[config.mk]
export PLATFORM = sky130hd
export DESIGN_NAME = arl_timer
export DESIGN_NICKNAME = d
export VERILOG_FILES = /design/src/logic/arl_tick_gen.v /design/src/logic/arl_timer.v
export VERILOG_INCLUDE_DIRS = /design/src /design/src/logic
export SDC_FILE = /design/constraint.sdc
export NUM_CORES = 1
export LEC_CHECK = 0
export BUFFER_PORTS_ARGS = -buffer_cell sky130_fd_sc_hd__buf_2
export CORE_MARGIN = 4
export CORE_UTILIZATION = 45
export DETAILED_ROUTE_END_ITERATION = 10
export PLACE_DENSITY = 0.62
export SLEW_MARGIN = 20
export SYNTH_ARGS = -nofsm -noshare
export SYNTH_HDL_FRONTEND = slang
export SYNTH_HIERARCHICAL = 1
export SYNTH_SLANG_ARGS = --single-unit
[constraint.sdc]
create_clock -name clk -period 4.6 [get_ports clk]
set_input_delay 0.46 -clock clk [delete_from_list [all_inputs] [get_ports clk]]
set_output_delay 0.46 -clock clk [all_outputs]
set_load 0.02 [all_outputs]
[src/logic/arl_timer_consts.vh]
/*
 * Constants for the split-capable auto-reload timer: register
 * addresses, field positions, reset values and clock divisors.
 * Assumes it is included by bare name from logic/ sources only.
 */
`ifndef ARL_TIMER_CONSTS_VH
`define ARL_TIMER_CONSTS_VH

// ----------------------------------------------------------------
// Register addresses, valid only while page F is selected.
// ----------------------------------------------------------------
`define ADDR_TIMER_CONTROL 8'h91
`define ADDR_RELOAD_LOW 8'h92
`define ADDR_RELOAD_HIGH 8'h93
`define ADDR_COUNT_LOW 8'h94
`define ADDR_COUNT_HIGH 8'h95

// ----------------------------------------------------------------
// Field positions of timer_control.
// ----------------------------------------------------------------
`define BIT_HIGH_FLAG 7
`define BIT_LOW_FLAG 6
`define BIT_LOW_IRQ_EN 5
`define BIT_SPLIT 3
`define BIT_RUN 2
`define BIT_EXT_CLK 0

// ----------------------------------------------------------------
// Reset values, byte limits and read value of unused space.
// ----------------------------------------------------------------
`define RESET_BYTE 8'h00
`define BYTE_MAX 8'hff
`define WORD_MAX 16'hffff
`define READ_ZERO 8'h00

// ----------------------------------------------------------------
// Clock prescaler divisors and counter widths.
// ----------------------------------------------------------------
`define SYS_DIVISOR 12
`define EXT_DIVISOR 8
`define SYS_DIV_W 4
`define EXT_DIV_W 3

`endif

[src/logic/arl_tick_gen.v]
/*
 * Tick generator: one-cycle enables at the system clock divided by
 * the system divisor, and at the external clock divided by the
 * external divisor after synchronising that clock to clk.
 * Assumes ext_clk_in is a slow level sampled on clk.
 */
`timescale 1ns/1ps
`default_nettype none
`include "arl_timer_consts.vh"

module arl_tick_gen #(
    parameter SYS_DIV = `SYS_DIVISOR,
    parameter EXT_DIV = `EXT_DIVISOR
) (
    input wire clk,
    input wire rstn,
    input wire ext_clk_in,
    output reg sys_tick_q,
    output reg ext_tick_q
);

    // Prescaler counters and the external clock synchroniser.
    reg [`SYS_DIV_W-1:0] sys_cnt_q;
    reg [`EXT_DIV_W-1:0] ext_cnt_q;
    reg sync1_q;
    reg sync2_q;
    reg sync3_q;

    // Terminal counts, cut to the counter widths on purpose.
    localparam integer SYS_LAST_I = SYS_DIV - 1;
    localparam integer EXT_LAST_I = EXT_DIV - 1;
    localparam [`SYS_DIV_W-1:0] SYS_LAST = SYS_LAST_I[`SYS_DIV_W-1:0];
    localparam [`EXT_DIV_W-1:0] EXT_LAST = EXT_LAST_I[`EXT_DIV_W-1:0];

    // ------------------------------------------------------------
    // System prescaler.
    // ------------------------------------------------------------
    // Free running, so a byte sees its first tick within one period.
    always @(posedge clk or negedge rstn) begin
        if (!rstn) begin
            sys_cnt_q <= {`SYS_DIV_W{1'b0}};
            sys_tick_q <= 1'b0;
        end else if (sys_cnt_q == SYS_LAST) begin
            sys_cnt_q <= {`SYS_DIV_W{1'b0}};
            sys_tick_q <= 1'b1;
        end else begin
            sys_cnt_q <= sys_cnt_q + 1'b1;
            sys_tick_q <= 1'b0;
        end
    end

    // ------------------------------------------------------------
    // External clock synchroniser and divider.
    // ------------------------------------------------------------
    // Only sync2/sync3 feed the edge detector; sync1 may be
    // metastable and is read by sync2 alone. [RQ9]
    always @(posedge clk or negedge rstn) begin
        if (!rstn) begin
            sync1_q <= 1'b0;
            sync2_q <= 1'b0;
            sync3_q <= 1'b0;
            ext_cnt_q <= {`EXT_DIV_W{1'b0}};
            ext_tick_q <= 1'b0;
        end else begin
            sync1_q <= ext_clk_in;
            sync2_q <= sync1_q;
            sync3_q <= sync2_q;
            ext_tick_q <= 1'b0;
            // Count rising edges; every eighth one is a tick. [RQ8]
            if (sync2_q && !sync3_q) begin
                if (ext_cnt_q == EXT_LAST) begin
                    ext_cnt_q <= {`EXT_DIV_W{1'b0}};
                    ext_tick_q <= 1'b1;
                end else begin
                    ext_cnt_q <= ext_cnt_q + 1'b1;
                end
            end
        end
    end

endmodule

`default_nettype wire

[src/logic/arl_timer.v]
/*
 * Auto-reload timer, either one 16-bit counter or two independent
 * 8-bit counters, with byte overflow flags and an interrupt request.
 * Assumes a byte-wide special-register port with single-cycle read
 * and write strobes, and the CPU's enable and prescale bits as pins.
 */
// Function
// [RQ1] Split clear chains bytes into 16 bits
// [RQ2] 16-bit wrap reloads and sets high flag
// [RQ3] 16-bit overflow requests interrupt when enabled
// [RQ4] Low-byte wrap interrupts if low enable set
// [RQ5] Split set gives two 8-bit timers
// [RQ6] Each byte reloads from its own reload
// [RQ7] Run gates high byte; low always runs
// [RQ8] Fast select, else divide-by-12 or external/8
// [RQ9] External divided clock synchronised to system clock
// [RQ10] Split byte wraps set their own flags
// [RQ11] Split interrupts on high, low if enabled
// [RQ12] Flags cleared only by software writes
// [RQ13] Handler reads both flags to find source
// [RQ14] Low flag set on every low wrap
// [RQ15] Control at 0x91 page F, reset zero
// [RQ16] Unused bit four reads zero, ignores writes
// [RQ17] Run bit enables the whole 16-bit counter
// [RQ18] Capture enable absent, treated as zero
`timescale 1ns/1ps
`default_nettype none
`include "arl_timer_consts.vh"

module arl_timer #(
    parameter SYS_DIV = `SYS_DIVISOR,
    parameter EXT_DIV = `EXT_DIVISOR
) (
    input wire clk,
    input wire rstn,
    input wire [7:0] sfr_addr,
    input wire sfr_page_f,
    input wire sfr_wr,
    input wire [7:0] sfr_wdata,
    input wire sfr_rd,
    output reg [7:0] sfr_rdata_q,
    input wire extended_interrupt_enable,
    input wire high_byte_fast_clock_select,
    input wire low_byte_fast_clock_select,
    input wire ext_clk_in,
    output wire irq_request
);

    // ------------------------------------------------------------
    // Register state.
    // ------------------------------------------------------------
    // Flags set by hardware and written by software.
    reg high_overflow_flag_q;
    reg low_overflow_flag_q;
    // Software controls.
    reg low_byte_irq_enable_q;
    reg split_mode_select_q;
    reg run_control_q;
    reg ext_clock_select_q;
    // Reload and count bytes.
    reg [7:0] reload_low_byte_q;
    reg [7:0] reload_high_byte_q;
    reg [7:0] count_low_byte_q;
    reg [7:0] count_high_byte_q;

    // Next values of the count bytes and flags.
    reg [7:0] count_low_byte_d;
    reg [7:0] count_high_byte_d;
    reg high_wrap;
    reg low_wrap;

    // Prescaler ticks from the tick generator.
    wire sys_tick;
    wire ext_tick;

    // ------------------------------------------------------------
    // Helpers.
    // ------------------------------------------------------------
    // Address match on page F; used for every register decode.
    function sel;
        input [7:0] addr;
        input [7:0] target;
        input page;
        begin
            sel = page && (addr == target);
        end
    endfunction

    // Per-byte clock source choice, shared by both bytes. [RQ8]
    function pick_tick;
        input fast;
        input ext_sel;
        input s_tick;
        input e_tick;
        begin
            if (fast) begin
                pick_tick = 1'b1;
            end else if (ext_sel) begin
                pick_tick = e_tick;
            end else begin
                pick_tick = s_tick;
            end
        end
    endfunction

    // Write strobes for each register.
    wire wr_ctl = sfr_wr && sel(sfr_addr, `ADDR_TIMER_CONTROL,
        sfr_page_f); // [RQ15]
    wire wr_rll = sfr_wr && sel(sfr_addr, `ADDR_RELOAD_LOW,
        sfr_page_f);
    wire wr_rlh = sfr_wr && sel(sfr_addr, `ADDR_RELOAD_HIGH,
        sfr_page_f);
    wire wr_cl = sfr_wr && sel(sfr_addr, `ADDR_COUNT_LOW,
        sfr_page_f);
    wire wr_ch = sfr_wr && sel(sfr_addr, `ADDR_COUNT_HIGH,
        sfr_page_f);

    // The capture mode does not exist here, so split alone picks
    // the two-byte arrangement. [RQ18]
    wire split_on = split_mode_select_q;

    // Byte tick enables.
    wire low_tick = pick_tick(low_byte_fast_clock_select,
        ext_clock_select_q, sys_tick, ext_tick);
    wire high_tick = pick_tick(high_byte_fast_clock_select,
        ext_clock_select_q, sys_tick, ext_tick);

    // ------------------------------------------------------------
    // Prescaler.
    // ------------------------------------------------------------
    arl_tick_gen #(
        .SYS_DIV(SYS_DIV),
        .EXT_DIV(EXT_DIV)
    ) u_ticks (
        .clk(clk),
        .rstn(rstn),
        .ext_clk_in(ext_clk_in),
        .sys_tick_q(sys_tick),
        .ext_tick_q(ext_tick)
    );

    // ------------------------------------------------------------
    // Counting.
    // ------------------------------------------------------------
    // The 16-bit mode clocks from the low byte's source selection,
    // since one counter cannot follow two sources. The high byte's
    // fast select is then ignored, which the user must keep in mind.
    // Both wraps are decided from the present count, so the flag of
    // a byte rises on the same edge on which that byte wraps.
    always @* begin
        count_low_byte_d = count_low_byte_q;
        count_high_byte_d = count_high_byte_q;
        high_wrap = 1'b0;
        low_wrap = 1'b0;
        if (!split_on) begin
            // Chained counter, gated by run as a whole. [RQ1] [RQ17]
            if (run_control_q && low_tick) begin
                if (count_low_byte_q == `BYTE_MAX) begin
                    low_wrap = 1'b1; // [RQ14]
                end
                if ({count_high_byte_q, count_low_byte_q} ==
                        `WORD_MAX) begin
                    // Full wrap loads the 16-bit reload. [RQ2]
                    high_wrap = 1'b1;
                    count_low_byte_d = reload_low_byte_q;
                    count_high_byte_d = reload_high_byte_q;
                end else if (count_low_byte_q == `BYTE_MAX) begin
                    count_low_byte_d = `RESET_BYTE;
                    count_high_byte_d = count_high_byte_q + 1'b1;
                end else begin
                    count_low_byte_d = count_low_byte_q + 1'b1;
                end
            end
        end else begin
            // Low byte always counts in split mode. [RQ5] [RQ7]
            if (low_tick) begin
                if (count_low_byte_q == `BYTE_MAX) begin
                    low_wrap = 1'b1; // [RQ10] [RQ14]
                    count_low_byte_d = reload_low_byte_q; // [RQ6]
                end else begin
                    count_low_byte_d = count_low_byte_q + 1'b1;
                end
            end
            // High byte counts only while run is set. [RQ7]
            if (run_control_q && high_tick) begin
                if (count_high_byte_q == `BYTE_MAX) begin
                    high_wrap = 1'b1; // [RQ10]
                    count_high_byte_d = reload_high_byte_q; // [RQ6]
                end else begin
                    count_high_byte_d = count_high_byte_q + 1'b1;
                end
            end
        end
    end

    // ------------------------------------------------------------
    // Register updates.
    // ------------------------------------------------------------
    // A software write to a count byte wins over counting in that
    // cycle, but a wrap in the same cycle still sets its flag.
    always @(posedge clk or negedge rstn) begin
        if (!rstn) begin
            high_overflow_flag_q <= 1'b0; // [RQ15]
            low_overflow_flag_q <= 1'b0;
            low_byte_irq_enable_q <= 1'b0;
            split_mode_select_q <= 1'b0;
            run_control_q <= 1'b0;
            ext_clock_select_q <= 1'b0;
            reload_low_byte_q <= `RESET_BYTE;
            reload_high_byte_q <= `RESET_BYTE;
            count_low_byte_q <= `RESET_BYTE;
            count_high_byte_q <= `RESET_BYTE;
        end else begin
            // Control fields; bits 4 and 1 are not stored. [RQ16]
            if (wr_ctl) begin
                low_byte_irq_enable_q <= sfr_wdata[`BIT_LOW_IRQ_EN];
                split_mode_select_q <= sfr_wdata[`BIT_SPLIT];
                run_control_q <= sfr_wdata[`BIT_RUN];
                ext_clock_select_q <= sfr_wdata[`BIT_EXT_CLK];
            end
            // Flags: a hardware set beats a software clear, and
            // only software ever clears. [RQ12]
            if (high_wrap) begin
                high_overflow_flag_q <= 1'b1; // [RQ2] [RQ10]
            end else if (wr_ctl) begin
                high_overflow_flag_q <= sfr_wdata[`BIT_HIGH_FLAG];
            end
            if (low_wrap) begin
                low_overflow_flag_q <= 1'b1; // [RQ14]
            end else if (wr_ctl) begin
                low_overflow_flag_q <= sfr_wdata[`BIT_LOW_FLAG];
            end
            // Reload bytes.
            if (wr_rll) begin
                reload_low_byte_q <= sfr_wdata;
            end
            if (wr_rlh) begin
                reload_high_byte_q <= sfr_wdata;
            end
            // Count bytes.
            if (wr_cl) begin
                count_low_byte_q <= sfr_wdata;
            end else begin
                count_low_byte_q <= count_low_byte_d;
            end
            if (wr_ch) begin
                count_high_byte_q <= sfr_wdata;
            end else begin
                count_high_byte_q <= count_high_byte_d;
            end
        end
    end

    // ------------------------------------------------------------
    // Read port.
    // ------------------------------------------------------------
    // Data appear the edge after the read strobe; any other address
    // or page reads zero. Registering the data keeps the bus output
    // free of glitches, at the cost of one cycle on every read.
    always @(posedge clk or negedge rstn) begin
        if (!rstn) begin
            sfr_rdata_q <= `READ_ZERO;
        end else if (sfr_rd) begin
            sfr_rdata_q <= `READ_ZERO;
            if (sel(sfr_addr, `ADDR_TIMER_CONTROL, sfr_page_f)) begin
                // Unused bits stay zero. [RQ16]
                sfr_rdata_q[`BIT_HIGH_FLAG] <= high_overflow_flag_q;
                sfr_rdata_q[`BIT_LOW_FLAG] <= low_overflow_flag_q;
                sfr_rdata_q[`BIT_LOW_IRQ_EN] <= low_byte_irq_enable_q;
                sfr_rdata_q[`BIT_SPLIT] <= split_mode_select_q;
                sfr_rdata_q[`BIT_RUN] <= run_control_q;
                sfr_rdata_q[`BIT_EXT_CLK] <= ext_clock_select_q;
            end else if (sel(sfr_addr, `ADDR_RELOAD_LOW,
                    sfr_page_f)) begin
                sfr_rdata_q <= reload_low_byte_q;
            end else if (sel(sfr_addr, `ADDR_RELOAD_HIGH,
                    sfr_page_f)) begin
                sfr_rdata_q <= reload_high_byte_q;
            end else if (sel(sfr_addr, `ADDR_COUNT_LOW,
                    sfr_page_f)) begin
                sfr_rdata_q <= count_low_byte_q;
            end else if (sel(sfr_addr, `ADDR_COUNT_HIGH,
                    sfr_page_f)) begin
                sfr_rdata_q <= count_high_byte_q;
            end
        end
    end

    // ------------------------------------------------------------
    // Interrupt request.
    // ------------------------------------------------------------
    // A level that follows the flags, so it holds until software
    // clears them; with low enable set the handler must read both
    // flags to tell the source apart. [RQ3] [RQ4] [RQ11] [RQ13]
    // Being combinational, the request drops in the same cycle as a
    // software clear, so no stale request outlives the handler.
    assign irq_request = extended_interrupt_enable &&
        (high_overflow_flag_q ||
        (low_byte_irq_enable_q && low_overflow_flag_q));

endmodule

`default_nettype wire

### After elaboration in Yosys (flattened, before gate mapping)

Index checks and enable logic that the tools add are counted.

* register bits: 58
* input bits: 25
* output and inout port bits: 9
* word-level logic and storage cells: 102

* add/subtract/negate cells: 4
* equal/unequal tests: 12
* multiplexer cells: 44
* reductions and logical operators: 24

Operators by type and width (number)
* two-way mux 8 bit: 18
* == test 8 bit, second input constant: 7
* two-way mux 1 bit: 22
* adder 8 x 1 -> 8 bit, second input constant: 2
* == test 16 bit, second input constant: 1
* logical AND 1 bit: 15
* two-way mux 3 bit: 2
* inequality test 3 x 1 -> 1 bit, second input constant: 2
* nonzero test 3 bit: 2
* adder 4 x 1 -> 4 bit, second input constant: 1
* == test 4 bit, second input constant: 1
* two-way mux 4 bit: 1
* nonzero test 2 bit: 2
* nonzero test 4 bit: 1
* adder 3 x 1 -> 3 bit, second input constant: 1
* == test 3 bit, second input constant: 1
* AND reduction 3 bit: 1
* two-way mux 2 bit: 1
* AND reduction 2 bit: 1
* zero test 1 bit: 1
* logical OR 1 bit: 1

### Longest topological paths before layout

* word-level depth: 7
* depth in mapped cells: 8
* depth with buffers taken out: 7

### Cells and area by module

The synthesis kept the hierarchy.

Modules (own cells, without submodules)
* arl_timer: times used 1, cells an instance 296, area an instance 2780.2 um^2, sequential area each 1151.1 um^2
* arl_tick_gen: times used 1, cells an instance 30, area an instance 471.7 um^2, sequential area each 300.3 um^2

### Worst setup path before layout

Ideal clock, no wire load.

* path kind: input -> register
* start point: input sfr_addr[6]
* end point: register reload_high_byte_q[1]
* setup time: 0.125 ns
* arrival time: 1.778 ns
* required time: 4.475 ns
* path slack: 2.697 ns
* stages: 6
* buffers on the path: 1
* cells stage by stage: and4bb_2 -> nand2_4 -> nor2_1 -> and3_1 -> buf_2 -> mux2_2

* cells in the longest elaborated chain, start to end: 3

RTL lines
* from (decl): line arl_timer.v:36 `input wire [7:0] sfr_addr,`
* == test 8 bit: line arl_timer.v:85 `sel = page && (addr == target);`
* logical AND 1 bit: line arl_timer.v:85
* logical AND 1 bit: line arl_timer.v:111 `` wire wr_rlh = sfr_wr && sel(sfr_addr, `ADDR_RELOAD_HIGH, ``
* to (signal assigned): line arl_timer.v:210 `` reload_high_byte_q <= `RESET_BYTE; ``
* to (signal assigned): line arl_timer.v:238 `reload_high_byte_q <= sfr_wdata;`
* to (decl): line arl_timer.v:62 `reg [7:0] reload_high_byte_q;`

No other way between the ends.
A chain may end at the register's enable or synchronous reset.

### Final worst setup path

* start point: register count_low_byte_q[1]
* end point: register count_high_byte_q[0]

* cells in the longest elaborated chain, start to end: 5
* elaborated cells between the ends (all ways): 8
* those cells by class: eq/ne: 2; mux: 4; reduce/logical: 2

RTL lines
* from (decl): line arl_timer.v:63 `reg [7:0] count_low_byte_q;`
* from (signal assigned): line arl_timer.v:211 `` count_low_byte_q <= `RESET_BYTE; ``
* from (signal assigned): line arl_timer.v:242 `count_low_byte_q <= sfr_wdata;`
* from (signal assigned): line arl_timer.v:244 `count_low_byte_q <= count_low_byte_d;`
* == test 16 bit (no line)
* two-way mux 8 bit: line arl_timer.v:161 `if ({count_high_byte_q, count_low_byte_q} ==`
* two-way mux 8 bit: line arl_timer.v:157 `if (run_control_q && low_tick) begin`
* two-way mux 8 bit: line arl_timer.v:155 `if (!split_on) begin`
* two-way mux 8 bit: line arl_timer.v:246 `if (wr_ch) begin`
* to (signal assigned): line arl_timer.v:212 `` count_high_byte_q <= `RESET_BYTE; ``
* to (signal assigned): line arl_timer.v:247 `count_high_byte_q <= sfr_wdata;`
* to (signal assigned): line arl_timer.v:249 `count_high_byte_q <= count_high_byte_d;`
* to (decl): line arl_timer.v:64 `reg [7:0] count_high_byte_q;`

Parallel ways exist; a longest one is shown, timed or not. The select of a mux whose other input is x is not followed.

==> impl_metrics.toml <==
[run_status]
status = "completed"

[floorplanning]
ios = 34
dieArea_um2 = 8650
initial_core_util = 0.471
die_y_um = 93.0
coreArea_um2 = 6910
num_rows = 30
die_width_um = 93.0

[timing]
maxSlewViolCount = 0
tightestPinTransition_ps = 853
max_freq_mhz = 432
slew_headroom = 0.428
skew_ps = 11.9
rsz0062_at_grt = "no"
finalWorstSetupSlack_ps = 2290
post-route-period-util = 0.503
setup_violations = 0
setup_tns_ps = 0
finalHoldViolCount = 0
fin_crit_ps = 2310

[power]
ir_worst_vdd_mv = 0.123
power_density_nw_per_um2 = 359
leakage_nw = 1.69

[logic_synthesis]
yosysTopAreaCell = "dfrtp_1"
ys_top_cells_by_area = "dfrtp_1 45%, mux2_2 6.2%, o21ai_0 4.3%"
syn-cell-area_um2 = 3250
seq_area_frac_synth = 0.446
synth-edff-count = 0
synth_nets = 356
ys_ff_latch = 58
synthDistinctLibCells = 57
synthArstFlopShare = 1.00
yosys_most_used_dff = "dfrtp_1"
synthCells = 326
yosys_warnings = 6
syn_avg_cell_area_um2 = 9.98
synthTopCellsByCount = "58 x dfrtp_1, 29 x nand2_1, 28 x o21ai_0"
yosys.area.top_type_share = 0.446
synth_most_common_cell = "dfrtp_1"

[hold_path]
min_path_type = "input pin to flop"
worstHoldPathCells = 1
hold_end = "u_ticks/sync1_q"
hp-start = "ext_clk_in"

[cts]
hold_buffers = 0
cts_buffers = 9
cts_tree = "done"
cts_sinks = 58
clock_latency_ps = 340
ctsResizeCount = 0
root_buffer = "clkbuf_8"
clk_pin_slew_ps = 70
cts.path.max_buffers = 2
cts-htree-levels = 3
cts_setup_buffers = 0

[critical_path]
max_stage_delay_ps = 530
timing.rr.end = "count_high_byte_q[0]"
crit_chain = "ha_1, and3_1, o211ai_1, a21oi_1, nor2_1, o21ai_0, o21ai_0"
path_max_fanout = 8
cp_data_arrival_time_ps = 2530
critPathTopFamily = "compound AO/OA/AOI/OAI gates"
critical_path_class = "flop to flop"
start_kind = "flop"
timing.rr.start = "count_low_byte_q[1]"
crit_path_end_kind = "flop"
cp_slowest_cell = "a21oi_1"
r2r_cells = 7
cp.required_ps = 4810
crit_top_cell = "o21ai_0"
r2r_slack_ps = 2290
path_buf_inv = 0

[global_route]
antenna_found_initial = 0
grtUsageMet3 = 0.0555
globalRoute.busiestLayer = "met1"
use_met1 = 0.303
grt_use_total = 0.205
globalRouteMet2Util = 0.281
first_global_vias = 2580
grt_pass1_wl_um = 13600
grt_max_degree = 59
grt_overflow_total = 0

[detailed_routing]
vias = 2705
wire_per_inst_um = 18.0
drc = 0
wirelength_um = 8320
drtIter0Drc = 277
viasPerCell = 5.87
final_antenna_net_count = 0
dr.pass1.iters = 5

[placed_design]
gp_congestion = 0.927
port_buffers = 33
place_hpwl_um = 5930
pre_cts_slack_ps = 2280

[final_layout]
layout-drive-gt1-share = 0.238
antenna_cells = 0
area_delta_synth_final_pct = 14.2
final_nets = 390

[run]
drv_cap = 0
state kept, by name, indices dropped and copies added (netlist names), 3 cells and up:
signal and flops:
count_high_byte_q 8, count_low_byte_q 8, reload_high_byte_q 8, reload_low_byte_q 8, sfr_rdata_q 8, u_ticks/sys_cnt_q 4
u_ticks/ext_cnt_q 3
metal layers:
layer / part of all wire / up-vias
met5: 0 / -
li1: - / 1300
met3: 0.081 / 14
met1: 0.49 / 1286
met4: 0.019 / 0
met2: 0.41 / 105
layout by cell type, fill, tap and decap left out, types with 7 or more instances in the layout:
cell / instances
buf_2: 33
nor2_1: 25
o21ai_0: 28
a22oi_1: 7
a21oi_1: 21
nor3_1: 8
clkbuf_8: 10
a211oi_1: 12
mux2_2: 18
dfrtp_1: 58
a31oi_1: 8
nand2_1: 29
power by group:
part | internal (mW) | total (mW) | switching [mW]
clock | 0.318 | 0.525 | 0.207
combinational | 0.0960 | 0.190 | 0.0943
sequential | 0.557 | 0.617 | 0.0592
total | 0.971 | 1.33 | 0.361
kinds of logic after synthesis:
family                     count (synthesis)  share of synthesized area
and+or+nand+nor                          105                      0.178
adders and majority gates                  5                     0.0192
AOI/OAI and AO/OA                        109                      0.220
muxes                                     28                      0.102
DFF                                       58                      0.446
xor gates and xnor gates                   5                     0.0135
buffers and inverters                     16                     0.0208
through the flow:
step / hold WS, ps / power, mW / instances / utilization / cell area, µm²
finish: 225 / 1.33 / 461 / 0.538 / 3710
global route: 214 / 1.40 / 461 / 0.538 / 3710
CTS: 213 / 1.34 / 461 / 0.538 / 3710
detailed placement: 346 / 0.812 / 445 / 0.506 / 3500
global placement: 332 / 0.807 / 445 / 0.506 / 3500
floorplan: 164 / 0.740 / 326 / - / 3250
cell type report:
cell class | instances | area, µm²
Fill cell | 666 | 3190
Clock inverter | 5 | 77.6
Tap cell | 96 | 120
Inverter | 5 | 18.8
Clock buffer | 11 | 141
Multi-Input combinational cell | 252 | 1730
Sequential cell | 58 | 1450
Timing Repair Buffer | 34 | 173
worst max path at each step:
stage	from	end	cells after the start
final	count_low_byte_q[1]	count_high_byte_q[0]	7
after global routing	count_low_byte_q[0]	count_high_byte_q[0]	7
after CTS	count_low_byte_q[0]	count_high_byte_q[0]	7
after detailed placement	sfr_addr[2]	count_low_byte_q[4]	6
after global placement	sfr_addr[2]	count_low_byte_q[4]	6
after floorplan	sfr_addr[6]	reload_high_byte_q[1]	6
Power figures use the tool's default switching activity.
